[config.mk]
export PLATFORM = sky130hd
export DESIGN_NAME = bsio_top
export DESIGN_NICKNAME = d
export VERILOG_FILES = /design/src/bsio_pkg.sv /design/src/bsio_top.sv
export VERILOG_INCLUDE_DIRS = /design/src
export SDC_FILE = /design/constraint.sdc
export NUM_CORES = 1
export LEC_CHECK = 0
export BUFFER_PORTS_ARGS = -buffer_cell sky130_fd_sc_hd__buf_2
export CAP_MARGIN = 0
export CORE_MARGIN = 5
export CORE_UTILIZATION = 57
export CTS_BUF_LIST = sky130_fd_sc_hd__clkbuf_4 sky130_fd_sc_hd__clkbuf_8
export CTS_CLUSTER_SIZE = 12
export DETAILED_ROUTE_END_ITERATION = 10
export GPL_TIMING_DRIVEN = 1
export PLACE_DENSITY_LB_ADDON = 0.12
export SLEW_MARGIN = 10
export SYNTH_ARGS = -nofsm -noshare
export SYNTH_HDL_FRONTEND = slang
export SYNTH_SLANG_ARGS = --single-unit
[constraint.sdc]
create_clock -name ref_clk -period 4.5 [get_ports ref_clk]
set_input_delay 0 -clock ref_clk [delete_from_list [all_inputs] [get_ports ref_clk]]
set_output_delay 0 -clock ref_clk [all_outputs]
set_load 0.02 [all_outputs]
[src/bsio_cfg.svh]
// Purpose: offsets, field positions, reset values and timing counts of the scan/io-test block
// Assumes: included by bare name from the package and the top module
// Notes:   register indices are word indices; byte address is four times the index
`ifndef BSIO_CFG_SVH
`define BSIO_CFG_SVH

// scan chain geometry
`define BSIO_IR_LEN        3
`define BSIO_BS_LEN        218
`define BSIO_ID_LEN        32
`define BSIO_CELL_HIZ      0
`define BSIO_CELL_OD_LO    3
`define BSIO_CELL_OD_HI    10

// instruction codes
`define BSIO_IR_EXTEST     3'h0
`define BSIO_IR_IDCODE     3'h1
`define BSIO_IR_SAMPLE     3'h2
`define BSIO_IR_SCANTEST   3'h5
`define BSIO_IR_CAPTURE    3'h1

// register indices (byte address = 4 * index)
`define BSIO_IDX_W         14
`define BSIO_IDX_DATA0     14'h2002
`define BSIO_IDX_CLKMODE1  14'h2004
`define BSIO_IDX_DATA1     14'h2802
`define BSIO_IDX_FRAME2    14'h2803
`define BSIO_IDX_ALARM2    14'h2804
`define BSIO_IDX_DATA2     14'h3002
`define BSIO_IDX_FRAME3    14'h3003
`define BSIO_IDX_ALARM3    14'h3004
`define BSIO_IDX_DATA3     14'h3802
`define BSIO_IDX_FRAME4    14'h3803
`define BSIO_IDX_ALARM4    14'h3804
`define BSIO_IDX_CTRL      14'h0100
`define BSIO_IDX_STATUS    14'h0101

// control register fields and reset value
`define BSIO_CTRL_IOTEST   0
`define BSIO_CTRL_RESET    1'h0

// timing: test clock half period and its least count of system cycles
`define BSIO_CLK_NS        20
`define BSIO_TCK_HALF_NS   80
`define BSIO_TCK_HALF_CYC  ((`BSIO_TCK_HALF_NS + `BSIO_CLK_NS - 1) / `BSIO_CLK_NS)

`endif

[src/bsio_pkg.sv]
// Purpose: types shared by the scan/io-test block
// Assumes: bsio_cfg.svh gives the widths
// Notes:   all state of the top module is one packed struct
`include "bsio_cfg.svh"

package bsio_pkg;

   // sixteen-state test access port controller
   typedef enum logic [3:0] {
      TAP_RESET, TAP_IDLE, TAP_SEL_DR, TAP_CAP_DR, TAP_SHIFT_DR, TAP_EXIT1_DR,
      TAP_PAUSE_DR, TAP_EXIT2_DR, TAP_UPD_DR, TAP_SEL_IR, TAP_CAP_IR,
      TAP_SHIFT_IR, TAP_EXIT1_IR, TAP_PAUSE_IR, TAP_EXIT2_IR, TAP_UPD_IR
   } bsio_tap_t;

   // observed input pins
   typedef struct packed {
      logic        hs_clk;
      logic        in_hs_n;
      logic        out_hs_n;
      logic [31:0] data;
      logic [3:0]  v5;
      logic [3:0]  tpl;
      logic [3:0]  ais;
      logic [3:0]  fm;
      logic [3:0]  pl;
      logic [3:0]  mf;
      logic [3:0]  par;
      logic [3:0]  omf;
   } bsio_pins_t;

   typedef struct packed {
      logic                      tck_s1;
      logic                      tck_s2;
      logic                      tck_s3;
      logic                      tms_s1;
      logic                      tms_s2;
      logic                      tdi_s1;
      logic                      tdi_s2;
      bsio_pins_t                pin_s1;
      bsio_pins_t                pin_s2;
      logic [`BSIO_BS_LEN-1:0]   bsp_s1;
      logic [`BSIO_BS_LEN-1:0]   bsp_s2;
      bsio_tap_t                 tap;
      logic [`BSIO_IR_LEN-1:0]   ir_sh;
      logic [`BSIO_IR_LEN-1:0]   ir;
      logic                      byp;
      logic [`BSIO_ID_LEN-1:0]   id_sh;
      logic [`BSIO_BS_LEN-1:0]   bs_sh;
      logic [`BSIO_BS_LEN-1:0]   bs_upd;
      logic                      tdo;
      logic                      tdo_oe_n;
      logic [7:0]                od;
      logic                      od_oe_n;
      logic                      io_test;
      logic                      pready;
      logic                      pslverr;
      logic [31:0]               prdata;
   } bsio_state_t;

endpackage

[src/bsio_top.sv]
// Purpose: test access port with boundary scan, plus io-test read views of input pins over APB
// Assumes: tck, tms, tdi and all pins are asynchronous to ref_clk; tck half period >= 4 ref_clk cycles
// Notes:   ir/dr shift on synced tck rise, tdo and update act on synced tck fall
`timescale 1ns/100ps
`include "bsio_cfg.svh"

module bsio_top #(
   parameter int          IR_LEN     = `BSIO_IR_LEN,
   parameter int          BS_LEN     = `BSIO_BS_LEN,
   parameter logic [3:0]  ID_VERSION = 4'h2,      // arbitrary value
   parameter logic [15:0] ID_PART    = 16'hA5C3,  // arbitrary value
   parameter logic [10:0] ID_MAKER   = 11'h055    // arbitrary value
) (
   input  wire logic              ref_clk,
   input  wire logic              srst,
   // scan link
   input  wire logic              tck,
   input  wire logic              tms,
   input  wire logic              tdi,
   output      logic              tdo,
   output      logic              tdo_oe_n,
   // pin levels seen by the boundary cells
   input  wire logic [217:0]      bs_pin_levels,
   // output data bus of the first tributary
   input  wire logic [7:0]        core_output_data,
   output      logic [7:0]        output_data_bus,
   output      logic              output_data_oe_n,
   // observed input pins
   input  wire logic              high_speed_clock_in,
   input  wire logic              input_high_speed_select_n,
   input  wire logic              output_high_speed_select_n,
   input  wire logic [31:0]       input_data_bus,
   input  wire logic [3:0]        input_v5_marker,
   input  wire logic [3:0]        input_trib_payload_flag,
   input  wire logic [3:0]        input_alarm_indication,
   input  wire logic [3:0]        input_frame_marker,
   input  wire logic [3:0]        input_payload_flag,
   input  wire logic [3:0]        input_multiframe_marker,
   input  wire logic [3:0]        input_data_parity,
   input  wire logic [3:0]        output_multiframe_marker_in,
   // APB slave
   input  wire logic              psel,
   input  wire logic              penable,
   input  wire logic              pwrite,
   input  wire logic [15:0]       paddr,
   input  wire logic [31:0]       pwdata,
   input  wire logic [3:0]        pstrb,
   output      logic              pready,
   output      logic              pslverr,
   output      logic [31:0]       prdata
);

   // refuse geometries the logic was not built for
   if (IR_LEN != `BSIO_IR_LEN || BS_LEN != `BSIO_BS_LEN || `BSIO_CELL_OD_HI >= BS_LEN) begin : g_bad_geometry
      $error("bsio_top: unsupported chain lengths");
   end

   localparam logic [31:0] IDCODE = {ID_VERSION, ID_PART, ID_MAKER, 1'b1};

   bsio_pkg::bsio_state_t q;
   bsio_pkg::bsio_state_t d;

   // standard tap transition on tms
   function automatic bsio_pkg::bsio_tap_t tap_next(input bsio_pkg::bsio_tap_t s, input logic m);
      case (s)
         bsio_pkg::TAP_RESET:    tap_next = m ? bsio_pkg::TAP_RESET    : bsio_pkg::TAP_IDLE;
         bsio_pkg::TAP_IDLE:     tap_next = m ? bsio_pkg::TAP_SEL_DR   : bsio_pkg::TAP_IDLE;
         bsio_pkg::TAP_SEL_DR:   tap_next = m ? bsio_pkg::TAP_SEL_IR   : bsio_pkg::TAP_CAP_DR;
         bsio_pkg::TAP_CAP_DR:   tap_next = m ? bsio_pkg::TAP_EXIT1_DR : bsio_pkg::TAP_SHIFT_DR;
         bsio_pkg::TAP_SHIFT_DR: tap_next = m ? bsio_pkg::TAP_EXIT1_DR : bsio_pkg::TAP_SHIFT_DR;
         bsio_pkg::TAP_EXIT1_DR: tap_next = m ? bsio_pkg::TAP_UPD_DR   : bsio_pkg::TAP_PAUSE_DR;
         bsio_pkg::TAP_PAUSE_DR: tap_next = m ? bsio_pkg::TAP_EXIT2_DR : bsio_pkg::TAP_PAUSE_DR;
         bsio_pkg::TAP_EXIT2_DR: tap_next = m ? bsio_pkg::TAP_UPD_DR   : bsio_pkg::TAP_SHIFT_DR;
         bsio_pkg::TAP_UPD_DR:   tap_next = m ? bsio_pkg::TAP_SEL_DR   : bsio_pkg::TAP_IDLE;
         bsio_pkg::TAP_SEL_IR:   tap_next = m ? bsio_pkg::TAP_RESET    : bsio_pkg::TAP_CAP_IR;
         bsio_pkg::TAP_CAP_IR:   tap_next = m ? bsio_pkg::TAP_EXIT1_IR : bsio_pkg::TAP_SHIFT_IR;
         bsio_pkg::TAP_SHIFT_IR: tap_next = m ? bsio_pkg::TAP_EXIT1_IR : bsio_pkg::TAP_SHIFT_IR;
         bsio_pkg::TAP_EXIT1_IR: tap_next = m ? bsio_pkg::TAP_UPD_IR   : bsio_pkg::TAP_PAUSE_IR;
         bsio_pkg::TAP_PAUSE_IR: tap_next = m ? bsio_pkg::TAP_EXIT2_IR : bsio_pkg::TAP_PAUSE_IR;
         bsio_pkg::TAP_EXIT2_IR: tap_next = m ? bsio_pkg::TAP_UPD_IR   : bsio_pkg::TAP_SHIFT_IR;
         bsio_pkg::TAP_UPD_IR:   tap_next = m ? bsio_pkg::TAP_SEL_DR   : bsio_pkg::TAP_IDLE;
         default:                tap_next = bsio_pkg::TAP_RESET;
      endcase
   endfunction

   // instruction decode, used by capture, shift and tdo selection
   function automatic logic ir_is_boundary(input logic [2:0] ir);
      ir_is_boundary = (ir == `BSIO_IR_EXTEST) || (ir == `BSIO_IR_SAMPLE) || (ir == `BSIO_IR_SCANTEST);
   endfunction

   // io-test view decode: {hit, byte}; reserved bits read as a stable zero
   function automatic logic [8:0] view_read(input logic [13:0] idx, input bsio_pkg::bsio_pins_t p);
      view_read = 9'h000;
      case (idx)
         `BSIO_IDX_DATA0:    view_read = {1'b1, p.data[7:0]};
         `BSIO_IDX_CLKMODE1: view_read = {1'b1, p.hs_clk, p.in_hs_n, p.out_hs_n,
                                          p.v5[0], p.tpl[0], p.ais[0], 2'b00};
         `BSIO_IDX_DATA1:    view_read = {1'b1, p.data[15:8]};
         `BSIO_IDX_DATA2:    view_read = {1'b1, p.data[23:16]};
         `BSIO_IDX_DATA3:    view_read = {1'b1, p.data[31:24]};
         `BSIO_IDX_FRAME2:   view_read = {2'b10, p.fm[1], p.pl[1], p.mf[1], p.par[1], p.omf[1], 2'b00};
         `BSIO_IDX_FRAME3:   view_read = {2'b10, p.fm[2], p.pl[2], p.mf[2], p.par[2], p.omf[2], 2'b00};
         `BSIO_IDX_FRAME4:   view_read = {2'b10, p.fm[3], p.pl[3], p.mf[3], p.par[3], p.omf[3], 2'b00};
         `BSIO_IDX_ALARM2:   view_read = {4'h8, p.v5[1], p.tpl[1], p.ais[1], 2'b00};
         `BSIO_IDX_ALARM3:   view_read = {4'h8, p.v5[2], p.tpl[2], p.ais[2], 2'b00};
         `BSIO_IDX_ALARM4:   view_read = {4'h8, p.v5[3], p.tpl[3], p.ais[3], 2'b00};
         default:            view_read = 9'h000;
      endcase
   endfunction

   logic                 tck_rise;
   logic                 tck_fall;
   logic                 extest_on;
   logic [13:0]          apb_idx;
   logic                 apb_acc;
   logic [BS_LEN-1:0]    bs_capture;
   logic [8:0]           view;

   // edges of the synchronised test clock
   assign tck_rise  = q.tck_s2 & ~q.tck_s3;
   assign tck_fall  = ~q.tck_s2 & q.tck_s3;
   assign extest_on = (q.ir == `BSIO_IR_EXTEST) && (q.tap != bsio_pkg::TAP_RESET);
   assign apb_idx   = paddr[15:2];
   assign apb_acc   = psel & penable & ~q.pready;
   assign view      = view_read(apb_idx, q.pin_s2);

   // capture vector: pin levels, with output data cells seeing the driven bus
   always_comb begin
      bs_capture = q.bsp_s2;
      bs_capture[`BSIO_CELL_OD_HI:`BSIO_CELL_OD_LO] = q.od;
   end

   // next state of the whole block
   always_comb begin
      d = q;
      // two-flop synchronisers
      d.tck_s1 = tck;
      d.tck_s2 = q.tck_s1;
      d.tck_s3 = q.tck_s2;
      d.tms_s1 = tms;
      d.tms_s2 = q.tms_s1;
      d.tdi_s1 = tdi;
      d.tdi_s2 = q.tdi_s1;
      d.pin_s1 = '{hs_clk: high_speed_clock_in, in_hs_n: input_high_speed_select_n,
                   out_hs_n: output_high_speed_select_n, data: input_data_bus,
                   v5: input_v5_marker, tpl: input_trib_payload_flag, ais: input_alarm_indication,
                   fm: input_frame_marker, pl: input_payload_flag, mf: input_multiframe_marker,
                   par: input_data_parity, omf: output_multiframe_marker_in};
      d.pin_s2 = q.pin_s1;
      d.bsp_s1 = bs_pin_levels;
      d.bsp_s2 = q.bsp_s1;

      // rising test clock edge: capture, shift, step the controller
      if (tck_rise) begin
         d.tap = tap_next(q.tap, q.tms_s2);
         case (q.tap)
            bsio_pkg::TAP_CAP_IR: begin
               d.ir_sh = `BSIO_IR_CAPTURE;
            end
            bsio_pkg::TAP_SHIFT_IR: begin
               d.ir_sh = {q.tdi_s2, q.ir_sh[IR_LEN-1:1]};
            end
            bsio_pkg::TAP_CAP_DR: begin
               if (q.ir == `BSIO_IR_IDCODE) begin
                  d.id_sh = IDCODE;
               end else if (ir_is_boundary(q.ir)) begin
                  d.bs_sh = bs_capture;
               end else begin
                  d.byp = 1'b0;
               end
            end
            bsio_pkg::TAP_SHIFT_DR: begin
               if (q.ir == `BSIO_IR_IDCODE) begin
                  d.id_sh = {q.tdi_s2, q.id_sh[`BSIO_ID_LEN-1:1]};
               end else if (ir_is_boundary(q.ir)) begin
                  d.bs_sh = {q.tdi_s2, q.bs_sh[BS_LEN-1:1]};
               end else begin
                  d.byp = q.tdi_s2;
               end
            end
            default: begin
            end
         endcase
      end

      // falling test clock edge: drive tdo, update registers
      if (tck_fall) begin
         d.tdo_oe_n = 1'b1;
         case (q.tap)
            bsio_pkg::TAP_SHIFT_IR: begin
               d.tdo      = q.ir_sh[0];
               d.tdo_oe_n = 1'b0;
            end
            bsio_pkg::TAP_SHIFT_DR: begin
               d.tdo_oe_n = 1'b0;
               if (q.ir == `BSIO_IR_IDCODE) begin
                  d.tdo = q.id_sh[0];
               end else if (ir_is_boundary(q.ir)) begin
                  d.tdo = q.bs_sh[0];
               end else begin
                  d.tdo = q.byp;
               end
            end
            bsio_pkg::TAP_UPD_IR: begin
               d.ir = q.ir_sh;
            end
            bsio_pkg::TAP_UPD_DR: begin
               if (q.ir == `BSIO_IR_EXTEST || q.ir == `BSIO_IR_SAMPLE) begin
                  d.bs_upd = q.bs_sh;
               end
            end
            bsio_pkg::TAP_RESET: begin
               d.ir = `BSIO_IR_IDCODE;
            end
            default: begin
            end
         endcase
      end

      // output data bus: core or boundary cells, cell 0 floats it
      d.od      = extest_on ? q.bs_upd[`BSIO_CELL_OD_HI:`BSIO_CELL_OD_LO] : core_output_data;
      d.od_oe_n = extest_on & q.bs_upd[`BSIO_CELL_HIZ];

      // APB: one wait state, answer on the second access cycle
      d.pready  = apb_acc;
      d.pslverr = 1'b0;
      d.prdata  = 32'h0000_0000;
      if (apb_acc) begin
         if (paddr[1:0] != 2'b00) begin
            d.pslverr = 1'b1;
         end else if (apb_idx == `BSIO_IDX_CTRL) begin
            if (pwrite && pstrb[0]) begin
               d.io_test = pwdata[`BSIO_CTRL_IOTEST];
            end
            d.prdata = {31'h0000_0000, q.io_test};
         end else if (apb_idx == `BSIO_IDX_STATUS) begin
            d.pslverr = pwrite;
            d.prdata  = {25'h0000000, q.ir, 4'(q.tap)};
         end else if (view[8]) begin
            d.pslverr = pwrite;
            d.prdata  = (q.io_test && !pwrite) ? {24'h000000, view[7:0]} : 32'h0000_0000;
         end else begin
            d.pslverr = 1'b1;
         end
      end

      // synchronous reset
      if (srst) begin
         d.tap      = bsio_pkg::TAP_RESET;
         d.ir       = `BSIO_IR_IDCODE;
         d.ir_sh    = `BSIO_IR_CAPTURE;
         d.byp      = 1'b0;
         d.id_sh    = '0;
         d.bs_sh    = '0;
         d.bs_upd   = '0;
         d.tdo      = 1'b0;
         d.tdo_oe_n = 1'b1;
         d.od       = 8'h00;
         d.od_oe_n  = 1'b0;
         d.io_test  = `BSIO_CTRL_RESET;
         d.pready   = 1'b0;
         d.pslverr  = 1'b0;
         d.prdata   = 32'h0000_0000;
      end
   end

   // state register
   always_ff @(posedge ref_clk) begin
      q <= d;
   end

   // outputs straight from flip-flops
   assign tdo              = q.tdo;
   assign tdo_oe_n         = q.tdo_oe_n;
   assign output_data_bus  = q.od;
   assign output_data_oe_n = q.od_oe_n;
   assign pready           = q.pready;
   assign pslverr          = q.pslverr;
   assign prdata           = q.prdata;
endmodule

==> out/qor.txt <==
Flop pwr share -> 51.4%
initial antenna violation count -> 10
RSZ-0062 raised after global routing -> false
worst reg2reg startpoint -> q[521]$_SDFFE_PP0P_
synthesized area -> 24,400 um^2
CTS resizes -> 0
R2R depth -> 7
drt total wl -> 72.2 mm
Worst Setup Start Kind -> primary input
IO Pins -> 398
vias per cell -> 5.37
Die X -> 217 um
detailed router's first-iteration violation count -> 1,869
Core Region -> 42,100 um^2
routability cong. -> 0.772
Max Slew Vio Count -> 0
number of distinct library cells after synthesis -> 49
CTS HTree Levels -> 3
combinational share of power -> 5.0%
post-CTS setup buffer count -> 0
max cap viols -> 0
fin crit share -> 75.0%
Clk network pwr share -> 43.6%
critical path's slowest cell -> dlygate4sd3_1
number of cell rows -> 75
Final Worst Setup Slack -> 1.12 ns
Setup violations, final -> 0
Synth area leaders -> dfxtp_1 (69%), a311oi_1 (7.9%), nand2_1 (7.4%), nor2_1 (4.3%), buf_4 (1.4%)
CP arrival -> 4.02 ns
reg2reg setup slack -> 1.20 ns
clk slew on worst S/H paths -> 0.06 ns
Max Clock Skew -> 0.0460 ns
Switching Share -> 22.1%
Die ar. -> 47,000 um^2
Net Switching -> 0.00337 W
post-synthesis cell count -> 2,278
Hold Path Origin -> core_output_data[7]
hold slack -> 0.119 ns
run status -> completed
dpl cells -> 2,980
clk buf depth -> 3
CP Capture Type -> flop
Worst-Skew Late Latency -> 0.74 ns
CTS buffer count -> 120
register area share after synthesis -> 69.3%
Worst R2R End -> q[324]$_SDFFE_PP0P_
first-pass GRT wire length -> 114 mm
main flop type after synthesis -> dfxtp_1
TritonCTS Sinks -> 843
Seq cells post-synth -> 843
Worst VDD drop -> 0.347 mV
max frequency -> 296 MHz
PD cells -> 441 nW/um^2
Slew headroom -> 19.2%
post-layout min period -> 3.38 ns
Final ANT Viol Nets -> 0
Pre-antenna DRT Iters -> 6
CTS tree -> done
vias in the first global route -> 21.9k
Fin. Hold Viols -> 0
Synth area leader -> dfxtp_1
Worst-Margin Slew -> 1.21 ns
Hold EP -> output_data_bus[7]$_SDFF_PP0_
post-synth top area share -> 69.3%
crit path kind -> primary input to flop
starting density of the core -> 57.8%
crit-path cells -> dlygate4sd3_1 > buf_2 > nand2_1 > dlygate4sd3_1 > or3_1 > nor3_1 > dlygate4sd3_1 > o21ai_0 > dlygate4sd3_1 > a31oi_1 > dlygate4sd3_1
CTS root buffer -> clkbuf_8
Overall Global Routing Usage -> 30.2%
DRC -> 0
Post-synth EDFFs -> 0
slowest stage delay, CP -> 0.71 ns
I/O Buffers -> 326
Final nets -> 3,505
DR WL/cell -> 19.0 um
final non-filler cell total -> 3,796
critical path fanouts, max -> 3
Synth Area per Inst -> 10.7 um^2
internal power -> 0.0119 W
total gr overflow -> 0
Worst path most repeated cell -> dlygate4sd3_1
Hold Path Depth -> 4
Layout Area Growth over Synthesis -> 41.8%
die height -> 217 um
layout cells sized above 1 -> 17.5%
hold-fix buffers at CTS -> 589
FFs w/ async S/R, synth -> 0%
min-delay worst type -> primary input to flop
largest net degree at the start of global routing -> 185
setup TNS -> 0 ns
layout filler cell count -> 2,173
DP Wirelength -> 31.0 mm
Lkg Pwr -> 14.1 nW
Worst Path Required -> 5.15 ns
total number of vias -> 20.4k
synth warn -> 0
worst slack at placement -> 1.46 ns
## worst max-delay path, delay by kind of cell
| family | cells | cell delay, ns |
|---|---|---|
| buf+inv | 6 | 3.06 |
| simple gates | 3 | 0.73 |
| compound gates | 2 | 0.25 |
## cell type report
type	count	area (um^2)	area share, %
tap	539	674	1.95
sequential	843	16900	48.9
clock buffer	194	2390	6.92
clock inverter	23	302	0.873
multi-input combinational	1255	6550	19.0
antenna	10	25.0	0.0725
timing repair buffer	928	7710	22.3
inverter	4	15.0	0.0435
## placed cells by master, fill, tap and decap left out, types with 3 or more instances in the layout
| master | netlist | final |
|---|---|---|
| nand2b_1 | 5 | 5 |
| inv_1 | 4 | 4 |
| buf_12 | 0 | 6 |
| a21oi_1 | 42 | 42 |
| nor2_1 | 277 | 277 |
| clkinv_8 | 0 | 3 |
| mux2_2 | 4 | 4 |
| and3_1 | 7 | 7 |
| a211oi_1 | 7 | 7 |
| conb_1 | 1 | 24 |
| a311oi_1 | 219 | 219 |
| xnor2_1 | 3 | 3 |
| a31oi_1 | 4 | 4 |
| o21ai_0 | 14 | 14 |
| clkinv_2 | 0 | 11 |
| nor3_1 | 37 | 37 |
| nor2b_1 | 8 | 8 |
| clkbuf_8 | 0 | 149 |
| or3_1 | 5 | 5 |
| dfxtp_1 | 843 | 843 |
| nor4_1 | 5 | 5 |
| a22oi_1 | 16 | 16 |
| clkbuf_4 | 0 | 45 |
| a32oi_1 | 4 | 4 |
| nand3_1 | 29 | 29 |
| a22o_1 | 7 | 7 |
| bufinv_16 | 0 | 5 |
| diode_2 | 0 | 10 |
| o22ai_1 | 4 | 4 |
| and2_1 | 4 | 4 |
| buf_2 | 54 | 325 |
| dlygate4sd3_1 | 0 | 589 |
| nor3b_1 | 6 | 6 |
| buf_4 | 47 | 7 |
| mux2i_1 | 21 | 21 |
| nand2_1 | 480 | 480 |
## sequential cells by signal, summed over array words and instances (netlist names)
name              flops
pslverr               1
output_data_bus       8
pready                1
q                   336
output_data_oe_n      1
prdata                8
tdo_oe_n              1
bs_capture          210
d                   276
tdo                   1
## worst max path at each step
stage	start	to
global placement	q[521]$_SDFFE_PP0P_	q[313]$_SDFFE_PP0P_
detailed placement	q[521]$_SDFFE_PP0P_	q[322]$_SDFFE_PP0P_
CTS	penable	prdata[0]$_SDFF_PP0_
global route	penable	prdata[0]$_SDFF_PP0_
floorplan	q[521]$_SDFFE_PP0P_	q[485]$_SDFFE_PP0P_
finish	penable	prdata[0]$_SDFF_PP0_
## per-layer routing
layer	vias up	share of wire, %	wire length, um	global-route usage, %
li1	9453	-	-	-
met1	9771	37	27000	33.8
met2	902	52	37800	54.8
met3	249	5.5	3990	5.97
met4	2	4.7	3390	14.6
met5	-	0.0097	7	0
## power groups by stage
stage               combinational, W  clock, W  sequential (W)
global placement            0.000315         0         0.00797
detailed placement          0.000320         0         0.00798
CTS                         0.000705   0.00655         0.00782
finish                      0.000765   0.00664         0.00783
global route                0.000815   0.00707         0.00785
floorplan                   0.000169         0         0.00794
## metrics by stage
stage / total power [W] / utilization (%) / area [um^2]
finish: 0.0152 / 82.0 / 34500
global route: 0.0157 / 82.0 / 34500
CTS: 0.0151 / 81.9 / 34500
detailed placement: 0.00830 / 61.5 / 25900
global placement: 0.00829 / 61.5 / 25900
floorplan: 0.00811 / - / 24400
## Yosys cell counts, types with 16 or more instances
cell type and count:
nor3_1 37, nand2_1 480, clkbuf_1 93, a22oi_1 16
dfxtp_1 843, buf_2 54, a311oi_1 219, nor2_1 277
buf_4 47, nand3_1 29, mux2i_1 21, a21oi_1 42
## logic make-up (layout without fill, tap and decap cells)
logic type / after synthesis / after routing / share of synthesized area [%]
xor gates and xnor gates: 3 / 3 / 0.108
and+or+nand+nor: 878 / 878 / 14.6
AOI/OAI and AO/OA: 324 / 324 / 10.6
other: 1 / 34 / 0.0154
buffers and inverters: 203 / 1149 / 4.19
DFF: 843 / 843 / 69.3
muxes: 26 / 26 / 1.14
Note: power is estimated with default switching activity, not from simulation.
